**config.mk**
```make
export PLATFORM = sky130hd
export DESIGN_NAME = cluster_counter_irq_enable
export DESIGN_NICKNAME = d
export VERILOG_FILES = /design/src/cluster_counter_irq_pkg.sv /design/src/access_checker.sv /design/src/irq_gate.sv /design/src/cluster_counter_irq_enable.sv
export SDC_FILE = /design/constraint.sdc
export NUM_CORES = 1
export LEC_CHECK = 0
export ABC_AREA = 1
export BUFFER_PORTS_ARGS = -buffer_cell sky130_fd_sc_hd__buf_2
export CORE_MARGIN = 3
export CORE_UTILIZATION = 37
export CTS_CLUSTER_SIZE = 8
export DETAILED_ROUTE_END_ITERATION = 8
export PLACE_DENSITY = 0.89
export SLEW_MARGIN = 20
export SYNTH_ARGS = -nofsm -noshare
export SYNTH_HDL_FRONTEND = slang
export SYNTH_SLANG_ARGS = --single-unit
```
**constraint.sdc**
```tcl
create_clock -name i_core_clk -period 1.45 [get_ports i_core_clk]
set_input_delay 0.0725 -clock i_core_clk [delete_from_list [all_inputs] [get_ports i_core_clk]]
set_output_delay 0.0725 -clock i_core_clk [all_outputs]
set_load 0.005 [all_outputs]
```
**src/cluster_counter_irq_pkg.sv**
```systemverilog
// package: encodings, field layout and access outcome types for the counter irq enable bank
package cluster_counter_irq_pkg;

  localparam int NUM_COUNTERS = 6;
  localparam int REG_WIDTH = 64;

  // system register encodings {op0,op1,crn,crm,op2}
  localparam logic [15:0] ENC_IRQ_ENABLE_SET = 16'hC7AE;
  localparam logic [15:0] ENC_IRQ_ENABLE_CLEAR = 16'hC7AF;

  localparam logic [5:0] SYNDROME_SYSREG_TRAP = 6'h18;

  localparam logic [NUM_COUNTERS-1:0] ENABLE_RESET_VALUE = 6'h00;
  localparam logic [NUM_COUNTERS-1:0] OVF_RESET_VALUE = 6'h00;

  typedef enum logic [1:0] {
    EL_USER,
    EL_KERNEL,
    EL_HYP,
    EL_MONITOR
  } exc_level_t;

  typedef enum logic [1:0] {
    ACC_OK,
    ACC_UNDEF,
    ACC_TRAP_HYP,
    ACC_TRAP_MON
  } access_result_t;

  // request from the core
  typedef struct packed {
    logic valid;
    logic write;
    logic [15:0] encoding;
    logic [REG_WIDTH-1:0] wdata;
    exc_level_t level;
  } sysreg_req_t;

  // controls that gate the access checks
  typedef struct packed {
    logic hyp_enabled;
    logic impdef_reg_trap_control;
    logic hyp_cluster_counter_access_enable;
    logic mon_cluster_counter_access_enable;
    logic debug_halted;
    logic secure_debug_disable;
    logic mon_trap_priority;
  } access_ctrl_t;

  typedef struct packed {
    logic valid;
    access_result_t result;
    logic [5:0] syndrome;
    logic [REG_WIDTH-1:0] rdata;
  } sysreg_resp_t;

endpackage

```
**src/access_checker.sv**
```systemverilog
// access checker: decides the outcome of a system register access
`timescale 1ns/10ps
`default_nettype none
module access_checker
  import cluster_counter_irq_pkg::*;
(
  input wire logic i_write,
  input wire exc_level_t i_level,
  input wire access_ctrl_t i_ctrl,
  output access_result_t o_result
);
  logic sdd_halt;
  assign sdd_halt = i_ctrl.debug_halted && i_ctrl.secure_debug_disable;

  always_comb begin
    o_result = ACC_OK;
    unique case (i_level)
      EL_USER: o_result = ACC_UNDEF;
      EL_KERNEL: begin
        if (i_ctrl.hyp_enabled && i_ctrl.impdef_reg_trap_control) begin
          o_result = ACC_TRAP_HYP;
        end else if (i_write) begin
          if (sdd_halt && i_ctrl.mon_trap_priority &&
              !i_ctrl.mon_cluster_counter_access_enable) begin
            o_result = ACC_UNDEF;
          end else if (i_ctrl.hyp_enabled && !i_ctrl.hyp_cluster_counter_access_enable) begin
            o_result = ACC_TRAP_HYP;
          end else if (!i_ctrl.mon_cluster_counter_access_enable) begin
            o_result = sdd_halt ? ACC_UNDEF : ACC_TRAP_MON;
          end
        end
      end
      EL_HYP: begin
        if (i_write && !i_ctrl.mon_cluster_counter_access_enable) begin
          o_result = sdd_halt ? ACC_UNDEF : ACC_TRAP_MON;
        end
      end
      EL_MONITOR: o_result = ACC_OK;
    endcase
  end
endmodule
`default_nettype wire

```
**src/irq_gate.sv**
```systemverilog
// interrupt gate: or of enabled sticky overflow flags
`timescale 1ns/10ps
`default_nettype none
module irq_gate #(
  parameter int N = 6
) (
  input wire logic [N-1:0] i_overflow,
  input wire logic [N-1:0] i_enable,
  output logic o_request
);
  assign o_request = |(i_overflow & i_enable);
endmodule
`default_nettype wire

```
**src/cluster_counter_irq_enable.sv**
```systemverilog
// top: set/clear overflow interrupt enables for the cluster event counters
`timescale 1ns/10ps
`default_nettype none
module cluster_counter_irq_enable
  import cluster_counter_irq_pkg::*;
#(
  parameter int N = NUM_COUNTERS
) (
  input wire logic i_core_clk,
  input wire logic i_reset,
  input wire cluster_counter_irq_pkg::sysreg_req_t i_req,
  input wire cluster_counter_irq_pkg::access_ctrl_t i_ctrl,
  input wire logic [N-1:0] i_counter_overflow,
  input wire logic [N-1:0] i_overflow_status_clear,
  output cluster_counter_irq_pkg::sysreg_resp_t o_resp,
  output logic [N-1:0] o_overflow_status,
  output logic [N-1:0] o_irq_enable,
  output logic o_irq
);
  import cluster_counter_irq_pkg::*;

  // ----------------------------------------
  // decode
  // ----------------------------------------
  logic hit_set, hit_clr, hit;
  access_result_t result;
  logic wr_ok;
  logic [N-1:0] enable_q, ovf_q;
  logic irq_d;

  assign hit_set = i_req.valid && (i_req.encoding == ENC_IRQ_ENABLE_SET);
  assign hit_clr = i_req.valid && (i_req.encoding == ENC_IRQ_ENABLE_CLEAR);
  assign hit = hit_set || hit_clr;

  access_checker u_check (
    .i_write(i_req.write),
    .i_level(i_req.level),
    .i_ctrl(i_ctrl),
    .o_result(result)
  );

  assign wr_ok = hit && i_req.write && (result == ACC_OK);

  // ----------------------------------------
  // enable bits
  // ----------------------------------------
  // no reset: software must program them before use
  always_ff @(posedge i_core_clk) begin
    if (wr_ok && hit_set) begin
      enable_q <= enable_q | i_req.wdata[N-1:0];
    end else if (wr_ok && hit_clr) begin
      enable_q <= enable_q & ~i_req.wdata[N-1:0];
    end
  end

  // ----------------------------------------
  // sticky overflow flags
  // ----------------------------------------
  // a new overflow wins over a same-cycle clear
  always_ff @(posedge i_core_clk) begin
    if (i_reset) begin
      ovf_q <= OVF_RESET_VALUE;
    end else begin
      ovf_q <= (ovf_q & ~i_overflow_status_clear) | i_counter_overflow;
    end
  end

  // ----------------------------------------
  // response and outputs
  // ----------------------------------------
  irq_gate #(.N(N)) u_gate (
    .i_overflow(ovf_q),
    .i_enable(enable_q),
    .o_request(irq_d)
  );

  always_ff @(posedge i_core_clk) begin
    if (i_reset) begin
      o_resp <= '0;
    end else begin
      o_resp.valid <= hit;
      o_resp.result <= hit ? result : ACC_OK;
      o_resp.syndrome <= (hit && (result == ACC_TRAP_HYP || result == ACC_TRAP_MON)) ?
                         SYNDROME_SYSREG_TRAP : 6'h00;
      // upper bits always zero
      o_resp.rdata <= (hit && !i_req.write && result == ACC_OK) ?
                      {{(REG_WIDTH-N){1'b0}}, enable_q} : '0;
    end
  end

  always_ff @(posedge i_core_clk) begin
    if (i_reset) begin
      o_irq <= 1'b0;
      o_overflow_status <= OVF_RESET_VALUE;
      o_irq_enable <= ENABLE_RESET_VALUE;
    end else begin
      o_irq <= irq_d;
      o_overflow_status <= ovf_q;
      o_irq_enable <= enable_q;
    end
  end

  // ----------------------------------------
  // checks
  // ----------------------------------------
  AST_USER_UNDEF: assert property (@(posedge i_core_clk) disable iff (i_reset)
    hit && i_req.level == EL_USER |=> o_resp.valid && o_resp.result == ACC_UNDEF)
    else $error("user level access not undefined");
  AST_KERNEL_TRAP: assert property (@(posedge i_core_clk) disable iff (i_reset)
    hit && i_req.level == EL_KERNEL && i_ctrl.hyp_enabled && i_ctrl.impdef_reg_trap_control
    |=> o_resp.result == ACC_TRAP_HYP && o_resp.syndrome == 6'h18)
    else $error("kernel access did not trap to hyp");
  AST_HYP_ACCESS: assert property (@(posedge i_core_clk) disable iff (i_reset)
    hit && i_req.write && i_req.level == EL_KERNEL && i_ctrl.hyp_enabled &&
    !i_ctrl.impdef_reg_trap_control && i_ctrl.mon_cluster_counter_access_enable &&
    !i_ctrl.hyp_cluster_counter_access_enable |=> o_resp.result == ACC_TRAP_HYP)
    else $error("kernel write without hyp access not trapped");
  AST_MON_TRAP: assert property (@(posedge i_core_clk) disable iff (i_reset)
    hit && i_req.write && i_req.level == EL_HYP && !i_ctrl.mon_cluster_counter_access_enable
    |=> o_resp.result == (($past(i_ctrl.debug_halted) && $past(i_ctrl.secure_debug_disable))
        ? ACC_UNDEF : ACC_TRAP_MON))
    else $error("hyp write without monitor access wrong outcome");
  AST_MON_WRITE: assert property (@(posedge i_core_clk) disable iff (i_reset)
    hit_set && i_req.write && i_req.level == EL_MONITOR
    |=> (o_resp.result == ACC_OK) ##1 ((o_irq_enable & $past(i_req.wdata[N-1:0], 2)) ==
        $past(i_req.wdata[N-1:0], 2)))
    else $error("monitor set write did not take effect");
  AST_CLEAR: assert property (@(posedge i_core_clk) disable iff (i_reset)
    wr_ok && hit_clr |=> (enable_q & $past(i_req.wdata[N-1:0])) == '0)
    else $error("clear write left an enable set");
  AST_ZERO_KEEP: assert property (@(posedge i_core_clk) disable iff (i_reset)
    wr_ok && i_req.wdata[N-1:0] == '0 |=> $stable(enable_q))
    else $error("zero write changed enables");
  AST_READ_ZERO: assert property (@(posedge i_core_clk) disable iff (i_reset)
    o_resp.valid |-> o_resp.rdata[REG_WIDTH-1:N] == '0)
    else $error("upper read bits not zero");
  AST_IRQ: assert property (@(posedge i_core_clk) disable iff (i_reset)
    ##1 o_irq == $past(|(ovf_q & enable_q)))
    else $error("interrupt does not follow enabled flags");
  AST_STICKY: assert property (@(posedge i_core_clk) disable iff (i_reset)
    i_counter_overflow[0] |=> ovf_q[0])
    else $error("overflow flag not set");
endmodule
`default_nettype wire

```
# Yosys cells after proc, flatten, opt, wreduce, memory -nomap -nowiden
# Cells that the tools add are included.
[totals] mem_bits_ro=0 n_memories=0 word_cells=63 in_bits=105 ram_bits=0 latchBits=0 register_bits=98 output_inout_bits=86
[classes] multipliers=0 n_lt_le_gt_ge=0 n_eq_ne=7 muxes=11 reduce_logical=26 div_mod_pow=0 bitwise_logic=9 n_shift=0 addsub=0
[ops] op="16-bit == test (second input constant)" count=2
[ops] op="6-bit AND" count=3
[ops] op="1-bit logical AND" count=15
[ops] op="2-bit two-way mux" count=7
[ops] op="6-bit two-way mux" count=2
[ops] op="6-bit NOT" count=2
[ops] op="6-bit bitwise OR" count=2
[ops] op="2-bit == test (second input constant)" count=4
[ops] op="2-bit case mux with 4 select lines" count=1
[ops] op="6-bit OR reduction" count=1
[ops] op="5-bit two-way mux" count=1
[ops] op="2-bit zero test" count=2
[ops] op="2-bit OR reduction" count=2
[ops] op="1-bit zero test" count=3
[ops] op="2-bit by 1-bit == test with 1-bit output (second input constant)" count=1
[ops] op="1-bit logical OR" count=2
[ops] op="1-bit NOT" count=2
[ops] op="2-bit nonzero test" count=1

# Depth between registers and ports, before layout
[logic_depth] depth_word=13 mapped_depth=9 ltp_nobuf=9

# By module
# Synthesis repeated with hierarchy kept, for this count alone.
[hier_totals] hier_cells=230 hier_area_um2=1786.7
[modules_own_cells] module="cluster_counter_irq_enable" seq_area_each_um2=760.7 area_per_inst_um2=1619.1 instances=1 cells_per_inst=191
[modules_own_cells] module="access_checker" seq_area_each_um2=0.0 area_per_inst_um2=122.6 instances=1 cells_per_inst=27
[modules_own_cells] module="irq_gate" seq_area_each_um2=0.0 area_per_inst_um2=45.0 instances=1 cells_per_inst=12

# Worst setup path after synthesis
# No wires, ideal clock.
[synth_timing] path_kind="input -> register" startpoint="input port i_req[77] (netlist name)" endpoint="register with a tool-made name" setup_time_ns=0.299 arrival_ns=0.709 required_time_ns=1.151 cell_stages=9 path_buffers=0 path_slack_ns=0.442 path_cell_list="inv_1 nand2_1 nor2_1 nand2_1 inv_2 nand2_2 nor2_2 nand3_2 nor2_1"
[synth_lines] item="from (decl)" line_no="cluster_counter_irq_enable.sv:11" text="input wire cluster_counter_irq_pkg::sysreg_req_t i_req,"

==> summary.txt <==
Timing
  – Clock Skew: approximately 0.0046 ns
  – Max Freq: 970 MHz
  – Pins over their slew limit: 0
  – Fin crit share: approximately 71%
  – Setup-failing EPs final: 0
  – Hold Violations, Final: 0
  – RSZ-0062 raised after global routing: no
  – Minimum clock period: 1.03 ns
  – Final setup TNS: 0 ns

Clock tree
  – Post-CTS Setup Bufs: 0
  – Post_cts resized: 0
  – Clock transition at the registers of the reported paths: around 0.06 ns
  – CTS Buffer Depth: 2
  – Post-CTS Hold Buffers: 0
  – Clock tree sinks: 35
  – Num CTS Buffers: 5
  – CTS tree: built
  – H-tree depth: 2
  – Latest clock arrival within the worst-skew pair: approximately 0.28 ns
  – Root Buffer: clkbuf_8

Global routing
  – Pin count of the biggest net entering global routing: 23
  – GRT Total Usage: between 10% and 20%
  – First-pass GRT wire length: around 4600 µm
  – Vias in the first global route: approximately 1200
  – Grt ovf: 0
  – Initial antenna violation count: 0

Setup path
  – CP required: between 1.5 and 2 ns
  – Crit path max fanout: 7
  – Critical Path AT: 1.10 ns
  – Setup CP Type: in -> reg
  – CP Capture Type: flip-flop
  – Critical Path Start Type: input port

Synthesis
  – Syn_area_per_cell: between 7 and 8 µm²
  – Synth area leader: dfxtp_1
  – Netlist Area Pre-Place: 1770 µm²
  – Cells after synthesis: between 200 and 250
  – Distinct cells, synth: 19
  – Yosys top cell area share: about a third
  – Yosys warning total: 0
  – Post-synthesis sequential area ratio: about 43%
  – Synth area leaders: dfxtp_1 (33%), buf_4 (27%), edfxtp_1 (10%)
  – Seq cells post-synth: 35

Detailed routing
  – Vias per cell: just under 4
  – Final antenna-violating net count: 0
  – Initial DRC count: 29
  – Drt pass-1 iters: 4
  – Routed vias: 1349
  – Drt total wl: about 3300 µm
  – Residual DRC count: 0
  – WL per Instance: 9.56 µm

Floorplanning
  – Die W: about 75 µm
  – Starting density of the core: 39.6%
  – Core area: between 4000 and 5000 µm²
  – Die H: 75.2 µm
  – Site row count: 24
  – # IOs: 191
  – Die Area: about 5700 µm²

Outcome
  – Outcome: finished, final reports clean

Flow run
  – Max-cap violations: 0

Pwr
  – Clock Power Share: between 30% and 40%
  – Pwr dens: between 900 and 1000 nW/µm²
  – Peak supply drop: 0.514 mV
  – Combinational Power Share: between 10% and 20%
  – Total power: between 1.5 and 2 mW
  – P_int: approximately 1.5 mW
  – Switching Share: 22.4%
  – P_sw: 0.444 mW
  – Sequential Power Share: between 50% and 60%
  – P_leak: roughly 1.2 nW

Layout
  – Ant. Diodes: 0
  – Filler Cell Count: 429
  – Ratio of cells with drive above 1 in the final layout: ~30%
  – Nets: 401
  – Area Overhead vs Synth: 14.9%

Placement
  – PortBufs: 70
  – GP Congestion: 0.751
  – Hpwl dp: approximately 2800 µm

Worst hold path
  – Hold crit path type: in -> reg
-- critical path: stages --
cell and delay (ns):
buf_2 0.09, inv_1 0.05, nand2_1 0.04, nor2_1 0.10
nand2_1 0.08, inv_2 0.06, nand2_2 0.07, nor2_2 0.09
nand3_2 0.14, nor2_1 0.29
-- layout by cell type (no fill, tap or decap), types with 3 or more instances in the layout --
cell type | netlist | layout
buf_2 | 0 | 70
conb_1 | 1 | 62
nor2_1 | 44 | 44
inv_1 | 29 | 29
dfxtp_1 | 29 | 29
nand2_1 | 18 | 18
nor3_1 | 8 | 8
clkbuf_8 | 0 | 7
edfxtp_1 | 6 | 6
nand3_1 | 4 | 4
nand2_2 | 3 | 3
nand3_2 | 3 | 3
a21oi_1 | 3 | 3
o22ai_1 | 3 | 3
-- through the flow --
stage / setup WS [ns] / cells / utilization, % / instance area (µm²) / hold WS (ns)
after global routing: 0.282 / 349 / 45.5 / 2040 / 0.0253
final: 0.420 / 349 / 45.5 / 2040 / 0.00444
after global placement: 0.161 / 341 / 43.3 / 1940 / 0.285
after CTS: 0.392 / 349 / 45.5 / 2040 / 0.00161
after detailed placement: 0.102 / 341 / 43.3 / 1940 / 0.291
after floorplan: 0.442 / 284 / - / 2000 / 0.146
-- power by group through the flow --
stage               Clock [mW]  Combinational (mW)  Sequential (mW)
floorplan                    0               0.237             1.05
global placement             0               0.213             1.04
detailed placement           0               0.218             1.04
CTS                      0.749               0.220             1.02
global route             0.799               0.262             1.02
finish                   0.735               0.223             1.02
-- final timing paths --
| check | from | to | slack [ns] | cells past startpoint |
|---|---|---|---|---|
| worst min register to register | ovf_q[3] | o_overflow_status[3] | 0.46 | 2 |
| worst min-delay path | i_counter_overflow[3] | ovf_q[3] | 0.004 | 3 |
| worst max register to register | flip-flop | o_irq | 0.51 | 4 |
| worst max-delay path | i_req[77] | flip-flop | 0.42 | 10 |
-- cells by family after synthesis --
kind of cell / after synthesis / synth area share [%]
flops: 35 / 42.9
buf+inv: 96 / 33.7
compound gates: 7 / 2.40
simple gates: 84 / 20.8
other cells: 1 / 0.212
-- area by class of cell --
cell class / instances / area, µm² / area share (%)
clock buffer: 8 / 100 / 4.92
sequential: 35 / 761 / 37.4
multi-input combinational: 153 / 643 / 31.6
tap: 52 / 65.1 / 3.20
timing repair buffer: 70 / 350 / 17.2
inverter: 31 / 116 / 5.72
-- synth_stat cells (all sizes together) --
cell type	number
inv	31
a21oi	4
edfxtp	6
nor3	8
dfxtp	29
nand4	1
conb	1
o22ai	3
clkbuf	2
nand3b	1
buf	63
nor2	46
nand2	21
nand3	7
-- layer usage --
layer | GRT usage (%) | vias to the layer above | routed length [µm]
met5 | 0 | - | 0
met4 | 4.66 | 0 | 51
met3 | 4.54 | 6 | 513
met2 | 20.9 | 100 | 1640
met1 | 10.1 | 551 | 1130
li1 | - | 692 | -
No activity file was read; power rests on OpenSTA's default activity.
